===== config.mk =====
export PLATFORM = sky130hd
export DESIGN_NAME = srr_spi_read
export DESIGN_NICKNAME = d
export VERILOG_FILES = /design/src/hw/srr_pkg.sv /design/src/hw/srr_spi_read.sv
export SDC_FILE = /design/constraint.sdc
export NUM_CORES = 1
export LEC_CHECK = 0
export BUFFER_PORTS_ARGS = -buffer_cell sky130_fd_sc_hd__buf_2
export CAP_MARGIN = 10
export CORE_ASPECT_RATIO = 0.9
export CORE_MARGIN = 1.5
export CORE_UTILIZATION = 55
export CTS_BUF_LIST = sky130_fd_sc_hd__clkbuf_8
export DETAILED_ROUTE_END_ITERATION = 16
export PLACE_DENSITY = 0.85
export SLEW_MARGIN = 20
export SYNTH_ARGS = -nofsm -noshare
export SYNTH_HDL_FRONTEND = slang
export SYNTH_SLANG_ARGS = --single-unit

===== constraint.sdc =====
create_clock -name sys_clk -period 1.8 [get_ports sys_clk]
set_input_delay 0.45 -clock sys_clk [delete_from_list [all_inputs] [get_ports sys_clk]]
set_output_delay 0.45 -clock sys_clk [all_outputs]
set_load 0.05 [all_outputs]

===== src/hw/srr_pkg.sv =====
package srr_pkg;
  // ----------------------------------------
  // frame layout
  // ----------------------------------------
  localparam int          FRAME_BITS    = 32;
  localparam int          CMD_MSB       = 31;
  localparam int          CMD_LSB       = 28;
  localparam int          ADDR_MSB      = 23;
  localparam int          ADDR_LSB      = 17;
  localparam logic [3:0]  CMD_REG_READ  = 4'hc;
  localparam logic [3:0]  RSP_REG_READ  = 4'h6;
  localparam logic [1:0]  BASIC_OK      = 2'h0;
  localparam logic [1:0]  BASIC_ERROR   = 2'h3;
  localparam logic [3:0]  CMD_NO_DATA   = 4'h0;
  localparam logic [31:0] FRAME_RESET   = 32'h0000_0000;
  localparam logic [5:0]  BITCNT_RESET  = 6'h00;
  // sclk low, cs_n high, mosi low: the idle pins
  localparam logic [2:0]  PINS_RESET    = 3'h2;

  // ----------------------------------------
  // response word
  // ----------------------------------------
  // payload is {00, high byte, low byte} for data, {16 zeros, detail status} for errors
  typedef struct packed {
    logic [3:0]  cmd;
    logic [1:0]  basic_status_field;
    logic [17:0] payload;
    logic [7:0]  crc;
  } srr_rsp_t;

  typedef struct packed {
    logic       sclk;
    logic       cs_n;
    logic       mosi;
  } srr_pins_t;
endpackage


===== src/hw/srr_spi_read.sv =====
`timescale 1ns/1ns
// How it works
// - frames are 32 bits, shifted msb first, bit 31 leads.
// - read uses byte address bits 7:1 to pick a pair of 8-bit registers.
// - read data goes out next frame only with no framing or output error.
// - on either error the next frame carries the error word instead.
// - register values are captured when chip select rises.
// - sensor response order: command, status, value, resolution, detail, crc.
// - error word has status 11, data 0000, detail status and crc at end.
// - good read response carries command field 0110.
// - odd byte register goes in upper data byte, even in lower.
module srr_spi_read
  import srr_pkg::*;
#(
  parameter int ADDR_W = 7
) (
  input  wire logic              sys_clk,
  input  wire logic              resetn,
  input  wire logic              spi_sclk,
  input  wire logic              spi_cs_n,
  input  wire logic              spi_mosi,
  output logic                   spi_miso,
  output logic                   spi_miso_oe,
  output logic [ADDR_W:0]        reg_addr,
  input  wire logic [15:0]       reg_pair,
  input  wire logic              frame_err,
  input  wire logic              miso_err,
  input  wire logic [1:0]        detail_status,
  input  wire logic [7:0]        rsp_crc,
  output logic                   frame_done
);
  // ----------------------------------------
  // pin synchronisers
  // ----------------------------------------
  srr_pins_t s1_q, s2_q, s3_q;
  always_ff @(posedge sys_clk) begin
    if (!resetn) begin
      // idle pin levels, so the edge detectors see no false edge after reset
      s1_q <= srr_pins_t'(PINS_RESET);
      s2_q <= srr_pins_t'(PINS_RESET);
      s3_q <= srr_pins_t'(PINS_RESET);
    end else begin
      s1_q <= '{spi_sclk, spi_cs_n, spi_mosi};
      s2_q <= s1_q;
      s3_q <= s2_q;
    end
  end
  logic rise, fall, cs_rise, cs_fall;
  assign rise    = s2_q.sclk & ~s3_q.sclk & ~s2_q.cs_n;
  assign fall    = ~s2_q.sclk & s3_q.sclk & ~s2_q.cs_n;
  assign cs_rise = s2_q.cs_n & ~s3_q.cs_n;
  assign cs_fall = ~s2_q.cs_n & s3_q.cs_n;

  // ----------------------------------------
  // shift state
  // ----------------------------------------
  typedef enum logic [0:0] {SRR_IDLE = 1'b0, SRR_SHIFT = 1'b1} srr_state_t;
  srr_state_t       st_q, st_d;
  logic [31:0]      rx_q, rx_d, tx_q, tx_d, next_q, next_d;
  logic [5:0]       cnt_q, cnt_d;
  logic             miso_q, miso_d, oe_q, oe_d, done_q, done_d;
  logic [ADDR_W:0]  addr_q, addr_d;
  srr_rsp_t         rsp;
  logic             good;
  logic [3:0]       cmd_field;
  logic [ADDR_W-1:0] word_addr;
  logic             sensor_req;

  assign cmd_field  = rx_q[CMD_MSB:CMD_LSB];
  assign word_addr  = rx_q[ADDR_MSB:ADDR_LSB];
  // odd command codes ask for sensor data, which this block never holds
  assign sensor_req = cmd_field[0];

  always_comb begin
    st_d   = st_q;
    rx_d   = rx_q;
    tx_d   = tx_q;
    next_d = next_q;
    cnt_d  = cnt_q;
    miso_d = miso_q;
    oe_d   = oe_q;
    done_d = 1'b0;
    addr_d = addr_q;
    good   = (cmd_field == CMD_REG_READ) & ~frame_err & ~miso_err & (cnt_q == 6'd32);
    rsp     = srr_rsp_t'(FRAME_RESET);
    rsp.crc = rsp_crc;
    if (good) begin
      rsp.cmd                = RSP_REG_READ;
      rsp.basic_status_field = BASIC_OK;
      rsp.payload            = {2'b00, reg_pair};
    end else begin
      // same field order as a data word: cmd, status, data, detail, crc
      rsp.cmd                = {rx_q[CMD_LSB], rx_q[CMD_MSB:CMD_LSB+1]};
      if (sensor_req)
        rsp.cmd              = CMD_NO_DATA;
      rsp.basic_status_field = BASIC_ERROR;
      rsp.payload            = {16'h0000, detail_status};
    end
    case (st_q)
      SRR_IDLE: begin
        if (cs_fall) begin
          st_d   = SRR_SHIFT;
          cnt_d  = BITCNT_RESET;
          tx_d   = next_q;
          miso_d = next_q[FRAME_BITS-1];
          oe_d   = 1'b1;
        end
      end
      SRR_SHIFT: begin
        if (rise) begin
          rx_d  = {rx_q[30:0], s2_q.mosi};
          cnt_d = cnt_q + 6'd1;
        end
        if (fall) begin
          tx_d   = {tx_q[30:0], 1'b0};
          miso_d = tx_q[30];
        end
        if (cmd_field == CMD_REG_READ && cnt_q == 6'd32)
          addr_d = {word_addr, 1'b0};
        if (cs_rise) begin
          st_d   = SRR_IDLE;
          oe_d   = 1'b0;
          done_d = 1'b1;
          next_d = rsp;
        end
      end
      default: st_d = SRR_IDLE;
    endcase
  end

  always_ff @(posedge sys_clk) begin
    if (!resetn) begin
      st_q   <= SRR_IDLE;
      rx_q   <= FRAME_RESET;
      tx_q   <= FRAME_RESET;
      next_q <= FRAME_RESET;
      cnt_q  <= BITCNT_RESET;
      miso_q <= 1'b0;
      oe_q   <= 1'b0;
      done_q <= 1'b0;
      addr_q <= '0;
    end else begin
      st_q   <= st_d;
      rx_q   <= rx_d;
      tx_q   <= tx_d;
      next_q <= next_d;
      cnt_q  <= cnt_d;
      miso_q <= miso_d;
      oe_q   <= oe_d;
      done_q <= done_d;
      addr_q <= addr_d;
    end
  end

  assign spi_miso    = miso_q;
  assign spi_miso_oe = oe_q;
  assign reg_addr    = addr_q;
  assign frame_done  = done_q;

  // ----------------------------------------
  // checks on the answer word
  // ----------------------------------------
  AST_GOOD_CMD: assert property (@(posedge sys_clk) disable iff (!resetn)
    (st_q == SRR_SHIFT && cs_rise && good) |=> next_q[31:28] == RSP_REG_READ)
    else $error("read response command not 0110");
  AST_GOOD_STATUS: assert property (@(posedge sys_clk) disable iff (!resetn)
    (st_q == SRR_SHIFT && cs_rise && good) |=> next_q[27:24] == {BASIC_OK, 2'b00})
    else $error("good read status not clear");
  AST_CAPTURE: assert property (@(posedge sys_clk) disable iff (!resetn)
    (st_q == SRR_SHIFT && cs_rise && good) |=> next_q[23:8] == $past(reg_pair))
    else $error("register pair not captured at cs rise");
  AST_GOOD_CRC: assert property (@(posedge sys_clk) disable iff (!resetn)
    (st_q == SRR_SHIFT && cs_rise && good) |=> next_q[7:0] == $past(rsp_crc))
    else $error("read response crc byte lost");
  AST_ERR_STATUS: assert property (@(posedge sys_clk) disable iff (!resetn)
    (st_q == SRR_SHIFT && cs_rise && (frame_err || miso_err)) |=> next_q[27:26] == BASIC_ERROR)
    else $error("error status not 11");
  AST_ERR_DATA: assert property (@(posedge sys_clk) disable iff (!resetn)
    (st_q == SRR_SHIFT && cs_rise && !good) |=> next_q[25:10] == 16'h0000)
    else $error("error data not zero");
  AST_ERR_DETAIL: assert property (@(posedge sys_clk) disable iff (!resetn)
    (st_q == SRR_SHIFT && cs_rise && !good) |=> next_q[9:8] == $past(detail_status) && next_q[7:0] == $past(rsp_crc))
    else $error("error word detail status or crc misplaced");
  AST_ERR_ECHO: assert property (@(posedge sys_clk) disable iff (!resetn)
    (st_q == SRR_SHIFT && cs_rise && !good && !sensor_req) |=> {next_q[30:28], next_q[31]} == $past(cmd_field))
    else $error("error word does not echo the rotated command");
  AST_SENSOR_ERR_CMD: assert property (@(posedge sys_clk) disable iff (!resetn)
    (st_q == SRR_SHIFT && cs_rise && sensor_req) |=> next_q[31:28] == CMD_NO_DATA)
    else $error("sensor request error command not 0000");

  // ----------------------------------------
  // checks on the link side
  // ----------------------------------------
  AST_OE_FOLLOWS_CS: assert property (@(posedge sys_clk) disable iff (!resetn)
    cs_rise |=> !spi_miso_oe)
    else $error("miso enable stays after cs rise");
  AST_OE_IN_FRAME: assert property (@(posedge sys_clk) disable iff (!resetn)
    st_q == SRR_SHIFT |-> spi_miso_oe)
    else $error("miso enable low inside a frame");
  AST_LOAD: assert property (@(posedge sys_clk) disable iff (!resetn)
    (st_q == SRR_IDLE && cs_fall) |=> spi_miso == next_q[FRAME_BITS-1] && spi_miso_oe)
    else $error("first bit not bit 31");
  AST_SHIFT_OUT: assert property (@(posedge sys_clk) disable iff (!resetn)
    (st_q == SRR_SHIFT && fall) |=> spi_miso == tx_q[FRAME_BITS-1])
    else $error("miso not the next bit after sclk fall");
  AST_IDLE_HOLDS: assert property (@(posedge sys_clk) disable iff (!resetn)
    st_q == SRR_IDLE |=> $stable(rx_q))
    else $error("receive word moved outside a frame");
  AST_ADDR: assert property (@(posedge sys_clk) disable iff (!resetn)
    (st_q == SRR_SHIFT && cnt_q == 6'd32 && cmd_field == CMD_REG_READ) |=> reg_addr == {$past(word_addr), 1'b0})
    else $error("register address not taken from the word address field");
  AST_DONE_AFTER_CS: assert property (@(posedge sys_clk) disable iff (!resetn)
    (st_q == SRR_SHIFT && cs_rise) |=> frame_done)
    else $error("frame done missing after cs rise");
  AST_DONE_ONE_CYCLE: assert property (@(posedge sys_clk) disable iff (!resetn)
    frame_done |=> !frame_done)
    else $error("frame done longer than one cycle");

  // ----------------------------------------
  // coverage
  // ----------------------------------------
  COV_READ: cover property (@(posedge sys_clk) disable iff (!resetn) cs_rise && good);
  COV_ERR: cover property (@(posedge sys_clk) disable iff (!resetn) cs_rise && frame_err);
  COV_FRAME: cover property (@(posedge sys_clk) disable iff (!resetn) cs_fall ##[1:1000] cs_rise);
  COV_SENSOR_ERR: cover property (@(posedge sys_clk) disable iff (!resetn) st_q == SRR_SHIFT && cs_rise && sensor_req);
endmodule


==> summary.md <==
| Metric | Value |
|---|---|
| Outcome | `finished, final reports clean` |
| WL final | `8588 um` |
| Critical Path Max Stage Delay | `390 ps` |
| Max-slew headroom | `59.85%` |
| P_leak | `2.249 nW` |
| Final setup TNS | `0 ps` |
| Final core utilization | `64.99%` |
| Hold Startpoint | `spi_cs_n` |
| Total GRT Usage | `20.47%` |
| Reg2reg path depth | `6` |
| Die Y | `89.87 um` |
| Initial antenna violation count | `1` |
| I/O pin count | `44` |
| Mapped Avg Cell Area | `9.709 sq um` |
| H-Tree Depth | `4` |
| Netlist cell types | `40` |
| Crit-path max FO | `14` |
| Port Buffers | `42` |
| Worst Slack Setup Final | `182.9 ps` |
| Layout area overhead | `14.24%` |
| Detailed placement HPWL | `5651 um` |
| Crit-path cells | `inv_1 > ha_1 > and4bb_2 > and4_2 > and2_4 > a22o_1` |
| Mean number of vias per cell | `5.399` |
| Root Buffer | `clkbuf_8` |
| Max Root-Sink Buffers | `2` |
| Vias in the first global route | `3235` |
| Critical path class | `reg2reg` |
| Pre-CTS WS | `181.5 ps` |
| Initial Util | `56.89%` |
| Worst R2R End | `next_q[16]` |
| Crit path launch type | `register` |
| TritonCTS clock tree | `built` |
| Crit share post-route | `89.84%` |
| Setup Skew | `8.311 ps` |
| Hold path depth | `2` |
| Final Hold Viols | `0` |
| Clock sink total | `116` |
| Cells after DPL | `592` |
| Post-route antenna net violation count | `0` |
| Critical Path RT | `2110 ps` |
| Total CTS buffers | `17` |
| Max Cap Viol | `0` |
| DIE WIDTH | `99.53 um` |
| Routability cong. | `0.7913` |
| Core area | `8107 sq um` |
| First-pass GRT wire length | `14690 um` |
| R2r startpoint | `cnt_q[0]` |
| Setup violators final | `0` |
| Most frequent cells in the layout | `nand2_1, dfxtp_1, a21boi_0` |
| Worst-Margin Slew | `594.2 ps` |
| Commonest non-fill, non-tap cell in the layout | `nand2_1` |
| Synth top area share | `50.35%` |
| R2R setup slack | `180 ps` |
| Drt wl/cell | `13.76 um` |
| Drt initial violations | `156` |
| Proportion of layout cells with a drive suffix above 1 | `18.67%` |
| Max Fclk | `0.6184 GHz` |
| Ranking of synthesized cells by area | `dfxtp_1, nand2_1, a21boi_0` |
| Post-Synthesis Cells | `475` |
| Resized cells post-CTS | `0` |
| Die Area | `8944 sq um` |
| Post-route minimum period | `1617 ps` |
| Grt ovf | `0` |
| Pin count of the biggest net entering global routing | `54` |
| Antenna diodes | `0` |
| Finished Layout Cells | `624` |
| FF+latch count, synth | `116` |
| Ys Warns | `0` |
| Hold-fix buffer count after cts | `0` |
| Skew-Pair Late Insertion Delay | `420 ps` |
| DRT Pass-1 Iters | `4` |
| Peak VDD IR | `0.7364 mV` |
| Power density cells | `956.2 nW/um^2` |
| Slowest stage cell, crit path | `dfxtp_1` |
| Area of the mapped netlist | `4612 sq um` |
| Seq/Total Area, Yosys | `50.35%` |
| Drt drc | `0` |
| RSZ-0062 raised after global routing | `false` |
| Final net count | `547` |
| Postcts setup bufs | `0` |
| Min-delay worst type | `in2reg` |
| Crit path DAT | `1930 ps` |
| Syn Nets | `510` |
| Vias | `3369` |
| Hold endpoint | `s1_q[1]` |
| Slew Viols, Final | `0` |
| CP Capture Type | `register` |
| Clk slew on worst S/H paths | `70 ps` |
| Largest area contributor in the netlist | `dfxtp_1` |
| Core Rows | `31` |
critical path, delay by kind of cell, from the launching register on:
kind / cells / cell delay, ps
DFF: 1 / 390
adders and majority gates: 1 / 180
and+or+nand+nor: 3 / 680
AOI/OAI and AO/OA: 1 / 190
buffers and inverters: 1 / 60
flip-flops by register name, indices dropped and copies added, names as in the netlist:
signal / flops
reg_addr: 7
s1_q: 3
s3_q: 2
spi_miso: 1
spi_miso_oe: 1
frame_done: 1
s2_q: 3
cnt_q: 6
rx_q: 32
st_q: 1
next_q: 28
tx_q: 31
routing by layer:
layer | up-vias | share of wire (%) | GRT usage [%]
li1 | 1691 | - | -
met1 | 1608 | 47 | 24.89
met2 | 54 | 49 | 33.79
met3 | 14 | 3.2 | 6.610
met4 | 2 | 1.2 | 7.629
met5 | - | 0.15 | 0
where the power goes:
group	leakage (nW)	switching, mW	internal, mW
clock network	0.179	1.02	1.15
registers	0.939	0.0266	2.61
logic	1.13	0.120	0.111
total	2.25	1.17	3.87
synth_stat cells, drive strengths merged:
master     n
a21boi    44
a211oi     2
conb       1
nand2b     5
maj3       1
o21ai      1
xor2       1
o211a     28
nor2b     14
buf       21
inv        3
clkbuf    16
a22oi      4
and3b      1
a22o      14
xnor2      3
nand4      1
nor2       7
nand2    123
a21o       1
mux2i     33
and4       1
nor4bb     2
a2111oi    1
o21a       1
o211ai     2
ha         2
nor3b      2
nand4bb    1
a21oi      4
nand3      2
and2      10
dfxtp    116
nand3b     6
and4bb     1
worst max-delay path by stage:
stage | cells after the start | slack (ps) | to | start
3_3_place_gp | 6 | 230 | next_q[11] | cnt_q[0]
5_1_grt | 6 | 60 | next_q[19] | cnt_q[0]
6_report | 6 | 180 | next_q[16] | cnt_q[0]
4_1_cts | 6 | 170 | next_q[16] | cnt_q[0]
3_5_place_dp | 6 | 180 | next_q[16] | cnt_q[0]
2_1_floorplan | 8 | 110 | next_q[14] | cnt_q[0]
layout make-up:
| cell class | instances | area [sq um] |
|---|---|---|
| Clock buffer | 19 | 261.5 |
| Clock inverter | 13 | 110.1 |
| Fill cell | 616 | 2838 |
| Inverter | 3 | 11.26 |
| Multi-Input combinational cell | 319 | 2106 |
| Sequential cell | 116 | 2323 |
| Tap cell | 99 | 123.9 |
| Timing Repair Buffer | 55 | 332.8 |
metrics by stage:
stage	hold slack [ps]	power [mW]	area, sq um
floorplan	386.3	2.844	4612
global placement	413.7	2.914	4897
detailed placement	411.4	2.924	4897
CTS	205.9	5.078	5269
global route	216.8	5.230	5269
finish	222.1	5.038	5269
cells by family (layout without fill, tap and decap cells):
| logic type | count (synthesis) | in the layout | synth area share [%] |
|---|---|---|---|
| AOI/OAI and AO/OA | 102 | 102 | 18.39 |
| xor gates and xnor gates | 4 | 4 | 0.7598 |
| adders and majority gates | 3 | 3 | 0.7596 |
| buffers and inverters | 40 | 90 | 4.558 |
| DFF | 116 | 116 | 50.35 |
| muxes | 33 | 33 | 7.162 |
| other | 1 | 1 | 0.08131 |
| and+or+nand+nor | 176 | 176 | 17.93 |
Power figures use the tool's default switching activity.
